$ cat src/design/serial_port_pkg.sv
package serial_port_pkg;
   // Register byte offsets
   localparam logic [7:0] CTRL_OFS = 8'h00;
   localparam logic [7:0] TXDATA_OFS = 8'h04;
   localparam logic [7:0] RXDATA_OFS = 8'h08;
   localparam logic [7:0] RELOAD_LOW_OFS = 8'h0C;
   localparam logic [7:0] RELOAD_HIGH_OFS = 8'h10;
   // Control register fields
   localparam int MODE_LSB = 0;
   localparam int RX_EN_BIT = 2;
   localparam int TX_NINTH_BIT = 3;
   localparam int DOUBLE_BIT = 4;
   localparam int SRC_GEN_BIT = 5;
   localparam int RX_GO_BIT = 6;
   localparam int RX_NINTH_BIT = 8;
   localparam int RX_VALID_BIT = 9;
   localparam int TX_BUSY_BIT = 10;
   // Reset values
   localparam logic [7:0] CTRL_RST = 8'h00;
   // 1024 - 39: nearest 4.8 kBaud at 12 MHz, 9.6 kBaud when doubled
   localparam logic [9:0] RELOAD_RST = 10'h3D9;
   localparam logic [9:0] GEN_TOP = 10'h3FF;
   // Timing counts in clock cycles or sample ticks
   localparam logic [3:0] MODE0_DIV = 4'hC;
   localparam logic [3:0] MODE0_HALF = 4'h6;
   localparam logic [3:0] SMP_LAST = 4'hF;
   localparam logic [3:0] START_CHECK = 4'h7;
   // Frame lengths in bits
   localparam logic [3:0] LEN_SHIFT = 4'h8;
   localparam logic [3:0] LEN_UART8 = 4'hA;
   localparam logic [3:0] LEN_UART9 = 4'hB;
   localparam logic [3:0] RX_KEEP = 4'h9;

   typedef enum logic [1:0] {
      MODE_SHIFT = 2'h0,
      MODE_UART8 = 2'h1,
      MODE_UART9_FIXED = 2'h2,
      MODE_UART9_VAR = 2'h3
   } mode_e;

   typedef enum logic [1:0] {
      TX_IDLE = 2'b01,
      TX_SHIFT = 2'b10
   } tx_state_e;

   typedef enum logic [3:0] {
      RX_IDLE = 4'b0001,
      RX_START = 4'b0010,
      RX_DATA = 4'b0100,
      RX_PUSH = 4'b1000
   } rx_state_e;
endpackage : serial_port_pkg

$ cat src/design/serial_port.sv
`timescale 1ns/10ps
`default_nettype none
// Contract
// RULE1 - full duplex, received characters buffered
// RULE2 - mode 0: data on rxd, clock on txd
// RULE3 - mode 0 shift clock is clock/12
// RULE4 - mode 1: start, 8 data, stop
// RULE5 - mode 1: stop bit becomes received ninth
// RULE6 - mode 2: 11 bits, ninth from software
// RULE7 - modes 2/3: ninth received, stop ignored
// RULE8 - mode 2 rate clock/32 or clock/64
// RULE9 - mode 3 equals mode 2, variable rate
// RULE10 - modes 1/3 pick timer 1 or generator
// RULE11 - generator: free running 10-bit reload counter
// RULE12 - rate 2^double*clock/(64*(1024-reload))
// RULE13 - reload resets to 4.8 kBaud default
// RULE14 - reload split low eight, high two
// RULE15 - counts up, overflow reloads and ticks
module serial_port
   import serial_port_pkg::*;
(
   // Clock and reset
   input wire logic clk_i,
   input wire logic rst_i,
   // Wishbone slave
   input wire logic wb_cyc_i,
   input wire logic wb_stb_i,
   input wire logic wb_we_i,
   input wire logic [7:0] wb_adr_i,
   input wire logic [3:0] wb_sel_i,
   input wire logic [31:0] wb_dat_i,
   output logic [31:0] wb_dat_o,
   output logic wb_ack_o,
   // Timer 1 overflow pulse, same clock
   input wire logic timer1_ovf_i,
   // Serial lines
   input wire logic rxd_i,
   output logic rxd_o,
   output logic rxd_oe_o,
   output logic txd_o
);
   logic wb_ack_ff;
   logic [31:0] wb_dat_ff;
   logic [7:0] ctrl_ff;
   logic [9:0] reload_ff;
   logic pre_ff;
   logic [9:0] gen_ff;
   logic half_ff;
   logic [3:0] m0_cnt_ff;
   tx_state_e tx_state_ff;
   tx_state_e nxt_tx_state;
   logic [10:0] tx_shift_ff;
   logic [3:0] tx_cnt_ff;
   logic [3:0] tx_smp_ff;
   rx_state_e rx_state_ff;
   rx_state_e nxt_rx_state;
   logic [8:0] rx_sh_ff;
   logic [3:0] rx_cnt_ff;
   logic [3:0] rx_smp_ff;
   logic rx_bit_ff;
   logic rxd_s1_ff;
   logic rxd_s2_ff;
   logic rxd_prev_ff;
   logic txd_ff;
   logic rxd_out_ff;
   logic rxd_oe_ff;
   logic nxt_txd;
   logic [31:0] rd_data;

   // Bus decode
   wire req = wb_cyc_i & wb_stb_i & ~wb_ack_ff;
   wire wr = req & wb_we_i & wb_sel_i[0];
   wire rd = req & ~wb_we_i;
   wire hit_ctrl = (wb_adr_i == CTRL_OFS);
   wire hit_tx = (wb_adr_i == TXDATA_OFS);
   wire hit_rx = (wb_adr_i == RXDATA_OFS);
   wire hit_rl = (wb_adr_i == RELOAD_LOW_OFS);
   wire hit_rh = (wb_adr_i == RELOAD_HIGH_OFS);
   wire wr_ctrl = wr & hit_ctrl;
   wire rx_go = wr_ctrl & wb_dat_i[RX_GO_BIT];

   // Control fields
   mode_e mode;
   assign mode = mode_e'(ctrl_ff[MODE_LSB+1:MODE_LSB]);
   wire rx_en = ctrl_ff[RX_EN_BIT];
   wire tx_ninth = ctrl_ff[TX_NINTH_BIT];
   wire baud_double_bit = ctrl_ff[DOUBLE_BIT];
   wire src_gen = ctrl_ff[SRC_GEN_BIT];
   wire is_shift = (mode == MODE_SHIFT);

   // Receive buffer, drained by reads of the data register
   logic buf_in_ready;
   logic buf_out_valid;
   logic [8:0] buf_out_data;
   wire rx_push_valid = (rx_state_ff == RX_PUSH);
   wire [8:0] rx_push_data = is_shift ? {1'b0, rx_sh_ff[8:1]} : rx_sh_ff;
   wire rx_pop = rd & hit_rx & buf_out_valid;

   two_entry_buffer #(
      .W(9)
   ) rx_buf (
      .clk_i(clk_i),
      .rst_i(rst_i),
      .in_valid_i(rx_push_valid),
      .in_ready_o(buf_in_ready),
      .in_data_i(rx_push_data),
      .out_valid_o(buf_out_valid),
      .out_ready_i(rx_pop),
      .out_data_o(buf_out_data)
   );

   wire tx_busy = (tx_state_ff == TX_SHIFT);
   wire tx_start = wr & hit_tx & ~tx_busy;

   // Read mux, unmapped addresses read zero
   // Head word is undefined while the buffer is empty
   wire [31:0] ctrl_rd = {21'h0, tx_busy, buf_out_valid,
                          buf_out_valid & buf_out_data[8], 1'b0, ctrl_ff[6:0]};
   always_comb begin
      if (hit_ctrl) begin
         rd_data = ctrl_rd;
      end else if (hit_rx) begin
         rd_data = {24'h0, buf_out_data[7:0]};
      end else if (hit_rl) begin
         rd_data = {24'h0, reload_ff[7:0]};
      end else if (hit_rh) begin
         rd_data = {30'h0, reload_ff[9:8]};
      end else begin
         rd_data = 32'h0;
      end
   end

   always_ff @(posedge clk_i) begin
      if (rst_i) begin
         wb_ack_ff <= 1'b0;
         wb_dat_ff <= 32'h0;
      end else begin
         wb_ack_ff <= req;
         wb_dat_ff <= rd ? rd_data : 32'h0;
      end
   end

   // Go bit is a command, never stored
   always_ff @(posedge clk_i) begin
      if (rst_i) begin
         ctrl_ff <= CTRL_RST;
      end else if (wr_ctrl) begin
         ctrl_ff <= wb_dat_i[7:0] & ~(8'h1 << RX_GO_BIT);
      end
   end

   always_ff @(posedge clk_i) begin
      if (rst_i) begin
         reload_ff <= RELOAD_RST; // see RULE13
      end else if (wr & hit_rl) begin
         reload_ff[7:0] <= wb_dat_i[7:0]; // see RULE14
      end else if (wr & hit_rh) begin
         reload_ff[9:8] <= wb_dat_i[1:0]; // see RULE14
      end
   end

   // Baud tick chain: half clock feeds generator and mode 2
   wire osc_half = pre_ff;
   wire gen_ovf = osc_half & (gen_ff == GEN_TOP);
   wire src_tick = (mode == MODE_UART9_FIXED) ? osc_half : // see RULE8
                   src_gen ? gen_ovf : timer1_ovf_i; // see RULE10
   // Undoubled rate drops every other tick
   wire sample_tick = src_tick & (baud_double_bit | half_ff); // see RULE12

   always_ff @(posedge clk_i) begin
      if (rst_i) begin
         pre_ff <= 1'b0;
         gen_ff <= RELOAD_RST;
         half_ff <= 1'b0;
      end else begin
         pre_ff <= ~pre_ff;
         half_ff <= half_ff ^ src_tick;
         if (gen_ovf) begin
            gen_ff <= reload_ff; // see RULE15
         end else if (osc_half) begin
            gen_ff <= gen_ff + 10'h1; // see RULE11
         end
      end
   end

   // Mode 0 shift clock: low half then high half of 12 cycles
   wire m0_run = is_shift & (tx_busy | (rx_state_ff == RX_DATA));
   wire m0_end = (m0_cnt_ff == MODE0_DIV - 4'h1);
   wire m0_rise = (m0_cnt_ff == MODE0_HALF);
   always_ff @(posedge clk_i) begin
      if (rst_i | ~m0_run | m0_end) begin
         m0_cnt_ff <= 4'h0; // see RULE3
      end else begin
         m0_cnt_ff <= m0_cnt_ff + 4'h1;
      end
   end

   // Transmitter
   wire [3:0] tx_len = is_shift ? LEN_SHIFT :
                       (mode == MODE_UART8) ? LEN_UART8 : LEN_UART9; // see RULE9
   wire tx_ninth_val = (mode == MODE_UART8) | tx_ninth; // see RULE6
   wire [10:0] tx_frame = is_shift ? {3'h7, wb_dat_i[7:0]} : // see RULE2
                          {1'b1, tx_ninth_val, wb_dat_i[7:0], 1'b0}; // see RULE4
   wire tx_bit_end = is_shift ? m0_end :
                     (sample_tick & (tx_smp_ff == SMP_LAST));
   wire tx_last = (tx_cnt_ff == tx_len - 4'h1);

   always_comb begin
      nxt_tx_state = tx_state_ff;
      case (tx_state_ff)
         TX_IDLE: begin
            if (tx_start) begin
               nxt_tx_state = TX_SHIFT;
            end
         end
         TX_SHIFT: begin
            if (tx_bit_end & tx_last) begin
               nxt_tx_state = TX_IDLE;
            end
         end
         default: begin
            nxt_tx_state = TX_IDLE;
         end
      endcase
   end

   always_ff @(posedge clk_i) begin
      if (rst_i) begin
         tx_state_ff <= TX_IDLE;
         tx_shift_ff <= 11'h7FF;
         tx_cnt_ff <= 4'h0;
         tx_smp_ff <= 4'h0;
      end else begin
         tx_state_ff <= nxt_tx_state;
         if (tx_start) begin
            tx_shift_ff <= tx_frame;
            tx_cnt_ff <= 4'h0;
            tx_smp_ff <= 4'h0;
         end else if (tx_busy) begin
            if (~is_shift & sample_tick) begin
               tx_smp_ff <= tx_smp_ff + 4'h1;
            end
            if (tx_bit_end) begin
               tx_shift_ff <= {1'b1, tx_shift_ff[10:1]}; // see RULE4
               tx_cnt_ff <= tx_cnt_ff + 4'h1;
            end
         end
      end
   end

   // Receiver; pins pass two flops first
   wire rxd = rxd_s2_ff;
   // Edge, not level: a low stop bit must not open a frame
   wire rx_fall = rxd_prev_ff & ~rxd;
   wire [3:0] rx_len = is_shift ? LEN_SHIFT :
                       (mode == MODE_UART8) ? LEN_UART8 - 4'h1 : LEN_UART9 - 4'h1;
   wire rx_sample = is_shift ? m0_rise :
                    (sample_tick & (rx_smp_ff == SMP_LAST));
   wire rx_bit_end = is_shift ? m0_end : rx_sample;
   wire rx_last = (rx_cnt_ff == rx_len - 4'h1);
   wire start_seen = sample_tick & (rx_smp_ff == START_CHECK);

   always_comb begin
      nxt_rx_state = rx_state_ff;
      case (rx_state_ff)
         RX_IDLE: begin
            if (rx_en & is_shift & rx_go & ~tx_busy) begin
               nxt_rx_state = RX_DATA;
            end else if (rx_en & ~is_shift & rx_fall) begin
               nxt_rx_state = RX_START;
            end
         end
         RX_START: begin
            if (start_seen) begin
               nxt_rx_state = rxd ? RX_IDLE : RX_DATA;
            end
         end
         RX_DATA: begin
            if (rx_bit_end & rx_last) begin
               nxt_rx_state = RX_PUSH;
            end
         end
         RX_PUSH: begin
            // Stall here while the buffer is full
            if (buf_in_ready) begin
               nxt_rx_state = RX_IDLE; // see RULE1
            end
         end
         default: begin
            nxt_rx_state = RX_IDLE;
         end
      endcase
   end

   always_ff @(posedge clk_i) begin
      if (rst_i) begin
         rxd_s1_ff <= 1'b1;
         rxd_s2_ff <= 1'b1;
         rxd_prev_ff <= 1'b1;
         rx_state_ff <= RX_IDLE;
         rx_sh_ff <= 9'h0;
         rx_cnt_ff <= 4'h0;
         rx_smp_ff <= 4'h0;
         rx_bit_ff <= 1'b1;
      end else begin
         rxd_s1_ff <= rxd_i;
         rxd_s2_ff <= rxd_s1_ff;
         rxd_prev_ff <= rxd_s2_ff;
         rx_state_ff <= nxt_rx_state;
         if (rx_state_ff == RX_IDLE) begin
            rx_cnt_ff <= 4'h0;
            rx_smp_ff <= 4'h0;
         end else if (start_seen & (rx_state_ff == RX_START)) begin
            rx_smp_ff <= 4'h0;
         end else if (sample_tick) begin
            rx_smp_ff <= rx_smp_ff + 4'h1;
         end
         if ((rx_state_ff == RX_DATA) & rx_sample) begin
            rx_bit_ff <= rxd;
            // Bits past the ninth (mode 2/3 stop) are dropped
            if (rx_cnt_ff < RX_KEEP) begin
               rx_sh_ff <= {rxd, rx_sh_ff[8:1]}; // see RULE5 RULE7
            end
         end
         if ((rx_state_ff == RX_DATA) & rx_bit_end) begin
            rx_cnt_ff <= rx_cnt_ff + 4'h1;
         end
      end
   end

   // Pin drive: mode 0 owns rxd while sending
   always_comb begin
      if (is_shift & m0_run) begin
         nxt_txd = (m0_cnt_ff >= MODE0_HALF); // see RULE2
      end else if (tx_busy) begin
         nxt_txd = tx_shift_ff[0];
      end else begin
         nxt_txd = 1'b1;
      end
   end

   always_ff @(posedge clk_i) begin
      if (rst_i) begin
         txd_ff <= 1'b1;
         rxd_out_ff <= 1'b1;
         rxd_oe_ff <= 1'b0;
      end else begin
         txd_ff <= nxt_txd;
         rxd_out_ff <= (is_shift & tx_busy) ? tx_shift_ff[0] : 1'b1;
         rxd_oe_ff <= is_shift & tx_busy; // see RULE2
      end
   end

   assign wb_ack_o = wb_ack_ff;
   assign wb_dat_o = wb_dat_ff;
   assign txd_o = txd_ff;
   assign rxd_o = rxd_out_ff;
   assign rxd_oe_o = rxd_oe_ff;
endmodule : serial_port
`default_nettype wire

$ cat src/design/two_entry_buffer.sv
`timescale 1ns/10ps
`default_nettype none
module two_entry_buffer #(
   parameter int W = 9
) (
   // Clock and reset
   input wire logic clk_i,
   input wire logic rst_i,
   // Filling side
   input wire logic in_valid_i,
   output logic in_ready_o,
   input wire logic [W-1:0] in_data_i,
   // Draining side
   output logic out_valid_o,
   input wire logic out_ready_i,
   output logic [W-1:0] out_data_o
);
   logic [W-1:0] mem_ff [0:1];
   logic wr_ptr_ff;
   logic rd_ptr_ff;
   logic [1:0] count_ff;
   wire push = in_valid_i & in_ready_o;
   wire pop = out_valid_o & out_ready_i;

   assign in_ready_o = (count_ff != 2'h2);
   assign out_valid_o = (count_ff != 2'h0);
   assign out_data_o = mem_ff[rd_ptr_ff];

   always_ff @(posedge clk_i) begin
      if (push) begin
         mem_ff[wr_ptr_ff] <= in_data_i;
      end
   end

   always_ff @(posedge clk_i) begin
      if (rst_i) begin
         wr_ptr_ff <= 1'b0;
         rd_ptr_ff <= 1'b0;
         count_ff <= 2'h0;
      end else begin
         wr_ptr_ff <= wr_ptr_ff ^ push;
         rd_ptr_ff <= rd_ptr_ff ^ pop;
         count_ff <= count_ff + {1'b0, push} - {1'b0, pop};
      end
   end
endmodule : two_entry_buffer
`default_nettype wire

$ cat config.mk
export PLATFORM = sky130hd
export DESIGN_NAME = serial_port
export DESIGN_NICKNAME = d
export VERILOG_FILES = /design/src/design/serial_port_pkg.sv /design/src/design/serial_port.sv /design/src/design/two_entry_buffer.sv
export SDC_FILE = /design/constraint.sdc
export NUM_CORES = 1
export LEC_CHECK = 0
export ABC_AREA = 1
export BUFFER_PORTS_ARGS = -buffer_cell sky130_fd_sc_hd__buf_2
export CORE_MARGIN = 2
export CORE_UTILIZATION = 42
export DETAILED_ROUTE_END_ITERATION = 6
export GPL_TIMING_DRIVEN = 0
export SLEW_MARGIN = 20
export SYNTH_ARGS = -nofsm -noshare
export SYNTH_HDL_FRONTEND = slang
export SYNTH_HIERARCHICAL = 1
export SYNTH_SLANG_ARGS = --single-unit
$ cat constraint.sdc
create_clock -name clk_i -period 2.16 [get_ports clk_i]
set_input_delay 0.216 -clock clk_i [delete_from_list [all_inputs] [get_ports clk_i]]
set_output_delay 0.216 -clock clk_i [all_outputs]
set_load 0.02 [all_outputs]
==> results of run 1 <==
routing by layer:
| layer | vias to the layer above | part of all wire, % |
|---|---|---|
| li1 | 2487 | - |
| met1 | 2245 | 45 |
| met2 | 128 | 48 |
| met3 | 29 | 4.3 |
| met4 | 0 | 2.8 |
| met5 | - | 0 |
kinds of logic (layout without fill, tap and decap cells):
kind of cell / Yosys count / after routing / share of synthesized area (%)
compound gates: 115 / 115 / 11.4
xor+xnor: 16 / 16 / 2.53
fa+ha+maj: 10 / 10 / 2.26
other cells: 1 / 21 / 0.0678
flops: 113 / 113 / 44.1
mux: 6 / 6 / 1.09
simple gates: 334 / 334 / 27.8
buf+inv: 130 / 203 / 10.7
cell type report:
cell class | instances | area (sq um)
fillers | 1242 | 6100
multi-input cells | 502 | 2590
flip-flops and latches | 113 | 2440
clock buffers | 19 | 443
inverters | 91 | 342
plain buffers | 39 | 254
well taps | 172 | 215
repair buffers | 41 | 213
clock inverters | 13 | 119
path summary, 6_finish.rpt:
kind | from | to | slack [ns] | depth (start not counted)
max reg2reg | gen_ff[1]$_SDFFE_PP0P_ | rx_sh_ff[8]$_SDFFE_PP0P_ | 0.15 | 11
max | gen_ff[1]$_SDFFE_PP0P_ | rx_sh_ff[8]$_SDFFE_PP0P_ | 0.15 | 11
min | wb_dat_i[3] | reload_ff[3]$_SDFFE_PP1P_ | 0.09 | 3
min reg2reg | rxd_s1_ff$_SDFF_PP1_ | rxd$_SDFF_PP1_ | 0.41 | 1
critical path, cell delays in order, from the launching register on:
cell                      delay, ns
sky130_fd_sc_hd__dfxtp_1       0.37
sky130_fd_sc_hd__ha_2          0.22
sky130_fd_sc_hd__nand3_2       0.13
sky130_fd_sc_hd__nor2_4        0.14
sky130_fd_sc_hd__nand4_2       0.13
sky130_fd_sc_hd__nand2_4       0.13
sky130_fd_sc_hd__nand4_2       0.10
sky130_fd_sc_hd__nand2_4       0.12
sky130_fd_sc_hd__nand4_4       0.17
sky130_fd_sc_hd__buf_2         0.23
sky130_fd_sc_hd__nor2_1        0.10
sky130_fd_sc_hd__nor2_1        0.05
state kept, by name, indices dropped and copies added (netlist names), 2 cells and up:
name	flops
tx_smp_ff	4
tx_shift_ff	10
rx_state_ff	4
rx_buf/count_ff	2
wb_dat_o	11
reload_ff	10
tx_state_ff	2
ctrl_ff	6
m0_cnt_ff	4
tx_cnt_ff	4
rx_buf/mem_ff	18
rx_cnt_ff	4
rx_smp_ff	4
gen_ff	10
rx_sh_ff	9
stage by stage:
step	instances	total power, mW	setup slack, ns	hold slack (ns)	instance area [sq um]
final	990	5.38	0.152	0.0908	6620
after global routing	990	5.60	0.00625	0.0812	6620
after global placement	955	2.75	-0.172	0.394	6010
after floorplan	745	2.64	0.190	0.283	5610
after detailed placement	955	2.77	-0.245	0.402	6010
after CTS	988	5.43	0.0620	0.0706	6590
cell usage in the layout, fill, tap and decap left out, types with 9 or more instances in the layout:
cell / synthesis / final
sky130_fd_sc_hd__a21oi_1: 42 / 42
sky130_fd_sc_hd__buf_2: 4 / 43
sky130_fd_sc_hd__buf_4: 22 / 23
sky130_fd_sc_hd__clkbuf_1: 10 / 10
sky130_fd_sc_hd__clkbuf_16: 0 / 17
sky130_fd_sc_hd__conb_1: 1 / 21
sky130_fd_sc_hd__dfxtp_1: 95 / 94
sky130_fd_sc_hd__edfxtp_1: 18 / 18
sky130_fd_sc_hd__ha_1: 10 / 9
sky130_fd_sc_hd__inv_1: 83 / 83
sky130_fd_sc_hd__nand2_1: 168 / 168
sky130_fd_sc_hd__nand3_1: 57 / 57
sky130_fd_sc_hd__nand4_1: 10 / 10
sky130_fd_sc_hd__nor2_1: 52 / 52
sky130_fd_sc_hd__nor3_1: 13 / 13
sky130_fd_sc_hd__o21ai_0: 53 / 53
sky130_fd_sc_hd__xor2_1: 11 / 11
power by group through the flow:
| stage | sequential, mW | clock, mW | combinational [mW] |
|---|---|---|---|
| floorplan | 2.27 | 0 | 0.370 |
| CTS | 2.23 | 2.70 | 0.498 |
| finish | 2.23 | 2.64 | 0.509 |
| global placement | 2.27 | 0 | 0.480 |
| detailed placement | 2.28 | 0 | 0.496 |
| global route | 2.24 | 2.79 | 0.566 |
repair_timing:
| action | in CTS | in global routing |
|---|---|---|
| buffers inserted | 0 | 1 |
| hold buffers | 1 | 0 |
| endpoints found under the hold margin | 1 | 0 |
| setup endpoints to repair | 0 | 30 |
| resized for setup | 0 | 7 |
==> flow_summary.toml, run 1 <==
[setup_path]
worstPathRequired_ns = 2.47
worstSetupPathType = "register to register"
data_arrival_critical_path_ns = 2.32
endpoint_kind = "register"
worst_setup_path_start_kind = "register"
worstPathMaxFanout = 10

[timing]
grt_setup_unrepaired = "no"
finalCriticalPeriod_ns = 2.01
post-route-period-util_pct = 93.0
max_slew_margin_pct = 50.2
max_slew.worst_pin.slew_ns = 0.744
slew_viol_final = 0
timing.fmax_mhz = 498
number_of_setup_violations_in_the_final_report = 0
totalNegativeSetupSlack_ns = 0
report.final.hold_viol_count = 0
clock_skew_ns = 0.00851

[power]
swShare_pct = 24.5
cellPowerDensity_nw_per_um2 = 812
p_clk_share_pct = 49.0
internal_power_mw = 4.06
share_comb_of_total_power_pct = 9.5
switchingPower_mw = 1.32
vdd_ir_drop_max_mv = 0.556
power.share.sequential_pct = 41.5
static-leakage-power_nw = 3.02

[synth]
post_synth_main_area_contributors = "sky130_fd_sc_hd__dfxtp_1 34%, sky130_fd_sc_hd__nand2_1 11%, sky130_fd_sc_hd__edfxtp_1 9.8%"
post_synth_instance_area_sq_um = 5530
synth_top_area_share_pct = 34.4
post-synth-top-count-cell = "sky130_fd_sc_hd__nand2_1"
synth-edff-count = 18
yosys_most_used_dff = "sky130_fd_sc_hd__dfxtp_1"
syn-instance-count = 725
yosys_warnings = 6
post_synthesis_sequential_element_count = 113
yosys-top-cells-count = "168 x sky130_fd_sc_hd__nand2_1, 95 x sky130_fd_sc_hd__dfxtp_1, 83 x sky130_fd_sc_hd__inv_1, 57 x sky130_fd_sc_hd__nand3_1, 53 x sky130_fd_sc_hd__o21ai_0"
netlist-cell-type-count = 44
synthesis.area_per_instance_sq_um = 7.63
synth_top_area_cell = "sky130_fd_sc_hd__dfxtp_1"
yosysSeqAreaShare_pct = 44.1
asyncSetResetFlopFracSynth_pct = 0

[global_route]
grt.total_usage_pct = 19.5
use_met2_pct = 32.1
number_of_antenna_violations_at_the_first_check_in_global_routing = 0
grt_overflow_total = 0
wire_length_of_the_first_global_routing_pass_mm = 21.6
grt_util_met1_pct = 24.3
grt_start_max_net_pins = 17
grt.met3_usage_pct = 4.20
via_count_of_the_first_global_routing_pass = 4494
grt_most_used_layer = "met2"

[floorplan]
die_area_sq_um = 14100
initial_utilization_pct = 43.5
die-width_microns = 119
core.rowCount = 41
io_pins = 87
placeableCoreArea_sq_um = 12700
overall_die_height_microns = 119

[routing]
drt-initial-drc-count = 297
via_per_inst = 4.94
drt-wirelength-per-cell_microns = 13.5
dr_total_vias = 4889
drc = 0
router_iterations_before_antenna_repair = 5
final_routed_wirelength_across_all_metal_layers_mm = 13.4
ant_nets = 0

[finish]
drive_above_1_share_pct = 16.5
fin_util_pct = 52.1
area.growth.synth_to_final_pct = 19.7
antenna-diode-count = 0
fin_nets = 866

[placed_design]
gp_weighted_congestion = 0.858
detailed_place_hpwl_mm = 9.88
io_buffers = 38

[clock_tree]
root_buffer = "sky130_fd_sc_hd__clkbuf_16"
clk_path_buf_depth = 2
cts_made_buffers = 17
worstSkewPairLatency_ns = 0.41
worst_path_clk_slew_ns = 0.05
htree_levels = 4
cts_tree = "done"
clock-sinks = 113

[flow_run]
maxCapViolCount = 0

[min_path]
timing.hold.worst.class = "primary input to register"

[status]
outcome = "completed"
Note: power is estimated with default switching activity, not from simulation.
==> run 2: changes to the inputs <==
--- a/config.mk
+++ b/config.mk
@@ -7,10 +7,13 @@
 export LEC_CHECK = 0
 export ABC_AREA = 1
 export BUFFER_PORTS_ARGS = -buffer_cell sky130_fd_sc_hd__buf_2
+export CELL_PAD_IN_SITES_DETAIL_PLACEMENT = 1
+export CELL_PAD_IN_SITES_GLOBAL_PLACEMENT = 2
 export CORE_MARGIN = 2
-export CORE_UTILIZATION = 42
+export CORE_UTILIZATION = 33
 export DETAILED_ROUTE_END_ITERATION = 6
 export GPL_TIMING_DRIVEN = 0
+export PLACE_DENSITY_LB_ADDON = 0.1
 export SLEW_MARGIN = 20
 export SYNTH_ARGS = -nofsm -noshare
 export SYNTH_HDL_FRONTEND = slang
==> run 2 against run 1 <==
Against the previous run:
- register-to-register slack got worse by 0.02 ns
- clock-buffer cell count up 5
- combinational power is 2% higher
- routed wire length is 20% higher
- via count increased by 1.1%
- largest power group unchanged
==> flow_summary.toml, run 2 (same netlist as run 1, synthesis figures left out) <==
[status]
outcome = "completed"

[setup_path]
timing.reg2reg.worst_path_depth = 11
path_cells = "ha_4, nand3_4, nor2_4, nand4_2, nand2_4, nand4_2, nand2_4, nand4_4, buf_6, nor2_1, nor2_1"
worst_setup_path_start_kind = "register"
capturing_point_of_the_worst_reg2reg_path = "rx_sh_ff[3]$_SDFFE_PP0P_"
path_buf_inv = 1
worstPathRequired_ns = 2.47
data_arrival_critical_path_ns = 2.34
endpoint_kind = "register"
cp_top_family = "simple AND/OR/NAND/NOR gates"
worstPathMaxFanout = 10
worstSetupPathType = "register to register"
max_stage_delay_ns = 0.38
reg2reg_setup_slack_ns = 0.13
timing.rr.start = "gen_ff[0]$_SDFFE_PP1P_"
cell_with_the_largest_stage_delay_on_the_worst_path = "sky130_fd_sc_hd__dfxtp_4"

[min_path]
hold_end = "reload_ff[3]$_SDFFE_PP1P_"
worst_hold_startpoint = "wb_dat_i[3]"
timing.hold.worst.class = "primary input to register"
hold_depth = 3

[finish]
most_common_cell_after_layout_fill_and_taps_aside = "sky130_fd_sc_hd__nand2_1"
drive_above_1_share_pct = 16.8
regArea_sq_um = 2450
layout.cells.most_common_list = "168 x sky130_fd_sc_hd__nand2_1, 92 x sky130_fd_sc_hd__dfxtp_1, 83 x sky130_fd_sc_hd__inv_1, 57 x sky130_fd_sc_hd__nand3_1, 53 x sky130_fd_sc_hd__o21ai_0"
fin_nets = 869
max_flop_register = "rx_buf/mem_ff"
largest_register_ff_count = 18
multi_input_area_sq_um = 2610
layout.cell_area.non_filler_sq_um = 6740
antenna-diode-count = 0
layout.filler_cells = 2059
area.growth.synth_to_final_pct = 21.8

[clock_tree]
root_buffer = "sky130_fd_sc_hd__clkbuf_16"
worst_path_clk_slew_ns = 0.05
clk_path_buf_depth = 2
clock-sinks = 113
cts_made_buffers = 17
cts_tree = "done"
htree_levels = 4
worstSkewPairLatency_ns = 0.42

[timing]
holdWs_ns = 0.0844
report.final.hold_viol_count = 0
post-route-period-util_pct = 94.0
max_slew.worst_pin.slew_ns = 0.748
slew_viol_final = 0
max_slew_margin_pct = 50.1
finalCriticalPeriod_ns = 2.03
number_of_setup_violations_in_the_final_report = 0
timing.fmax_mhz = 492
clock_skew_ns = 0.00619
grt_setup_unrepaired = "no"

[routing]
via_per_inst = 4.75
router_iterations_before_antenna_repair = 4
drt-initial-drc-count = 223
drt-wirelength-per-cell_microns = 15.4
dr_total_vias = 4944
final_routed_wirelength_across_all_metal_layers_mm = 16.0
drc = 0
ant_nets = 0

[power]
static-leakage-power_nw = 3.05
power_mw = 5.44
power.share.sequential_pct = 41.1
internal_power_mw = 4.10
share_comb_of_total_power_pct = 9.6
vdd_ir_drop_max_mv = 0.579
switchingPower_mw = 1.34
swShare_pct = 24.7
cellPowerDensity_nw_per_um2 = 808
p_clk_share_pct = 49.4

[global_route]
grt.total_usage_pct = 18.9
via_count_of_the_first_global_routing_pass = 5160
grt_overflow_total = 0
number_of_antenna_violations_at_the_first_check_in_global_routing = 0
grt_start_max_net_pins = 17
wire_length_of_the_first_global_routing_pass_mm = 26.0

[floorplan]
initial_utilization_pct = 33.6
core.rowCount = 47
die-width_microns = 134
io_pins = 87
placeableCoreArea_sq_um = 16500
die_area_sq_um = 17800
overall_die_height_microns = 134

[placed_design]
detailed_place_hpwl_mm = 12.0
gp_weighted_congestion = 0.767
io_buffers = 38
placed_area_sq_um = 6070

[flow_run]
maxCapViolCount = 0
## run 2: cell count changes in the layout (fill, tap and decap cells not counted), moves of 2 or more
cell / delta
sky130_fd_sc_hd__clkinv_2: -2
sky130_fd_sc_hd__dfxtp_1: -2
sky130_fd_sc_hd__clkbuf_1: +4
sky130_fd_sc_hd__buf_4: +3
sky130_fd_sc_hd__clkinvlp_4: -3
## run 2: power groups by stage
stage | Sequential (mW) | Clock [mW] | Combinational (mW)
after floorplan | 2.27 | 0 | 0.370
after global placement | 2.28 | 0 | 0.500
after detailed placement | 2.28 | 0 | 0.512
after CTS | 2.23 | 2.76 | 0.517
after global routing | 2.24 | 2.87 | 0.590
final | 2.24 | 2.69 | 0.520
## run 2: cell type report
type,instances,share of cell area [%]
sequential,113,36.3
multi-input combinational,502,38.8
timing repair buffer,44,3.71
buffer,39,3.77
tap,220,4.08
clock inverter,8,1.28
inverter,91,5.07
clock buffer,24,7.00
## run 2: per-layer routing
metal / global-route usage, % / up-vias / share of wire [%]
met5: 0 / - / 0
met3: 4.38 / 20 / 3.2
li1: - / 2490 / -
met1: 23.4 / 2361 / 46
met2: 32.8 / 73 / 50
met4: 5.91 / 0 / 1.2
## run 2: repair_timing
action	in CTS	in global routing
gates resized for setup	1	13
setup endpoints to repair	18	50
buffers inserted	3	2
hold endpoints to repair	1	0
pin swaps	1	3
hold buffers	1	0
## run 2: through the flow
step | utilization (%) | TNS (ns) | cells | worst slack, ns
floorplan | - | 0 | 745 | 0.190
global placement | 36.9 | -0.318 | 1003 | -0.241
detailed placement | 36.9 | -0.737 | 1003 | -0.334
CTS | 40.6 | 0 | 1039 | 0.00688
global route | 40.9 | 0 | 1041 | 0.000711
finish | 40.9 | 0 | 1041 | 0.129
## run 2: worst max path at each step
| stage | from | endpoint | slack, ns | cells after the start |
|---|---|---|---|---|
| floorplan | wb_adr_i[6] | rx_buf/count_ff[1]$_SDFF_PP0_ | 0.19 | 16 |
| finish | gen_ff[0]$_SDFFE_PP1P_ | rx_sh_ff[3]$_SDFFE_PP0P_ | 0.13 | 11 |
| CTS | tx_state_ff[1]$_SDFFE_PP0P_ | tx_smp_ff[3]$_SDFFE_PP0P_ | 0.007 | 7 |
| global route | gen_ff[0]$_SDFFE_PP1P_ | rx_sh_ff[2]$_SDFFE_PP0P_ | 0.0007 | 12 |
| global placement | wb_adr_i[6] | rx_buf/count_ff[1]$_SDFF_PP0_ | -0.24 | 16 |
| detailed placement | wb_adr_i[6] | rx_buf/count_ff[1]$_SDFF_PP0_ | -0.33 | 16 |
## run 2: worst register-to-register path, cell delays in order (launching register included)
cell                      delay, ns
sky130_fd_sc_hd__dfxtp_4       0.38
sky130_fd_sc_hd__ha_4          0.16
sky130_fd_sc_hd__nand3_4       0.10
sky130_fd_sc_hd__nor2_4        0.15
sky130_fd_sc_hd__nand4_2       0.14
sky130_fd_sc_hd__nand2_4       0.16
sky130_fd_sc_hd__nand4_2       0.11
sky130_fd_sc_hd__nand2_4       0.14
sky130_fd_sc_hd__nand4_4       0.16
sky130_fd_sc_hd__buf_6         0.22
sky130_fd_sc_hd__nor2_1        0.11
sky130_fd_sc_hd__nor2_1        0.07
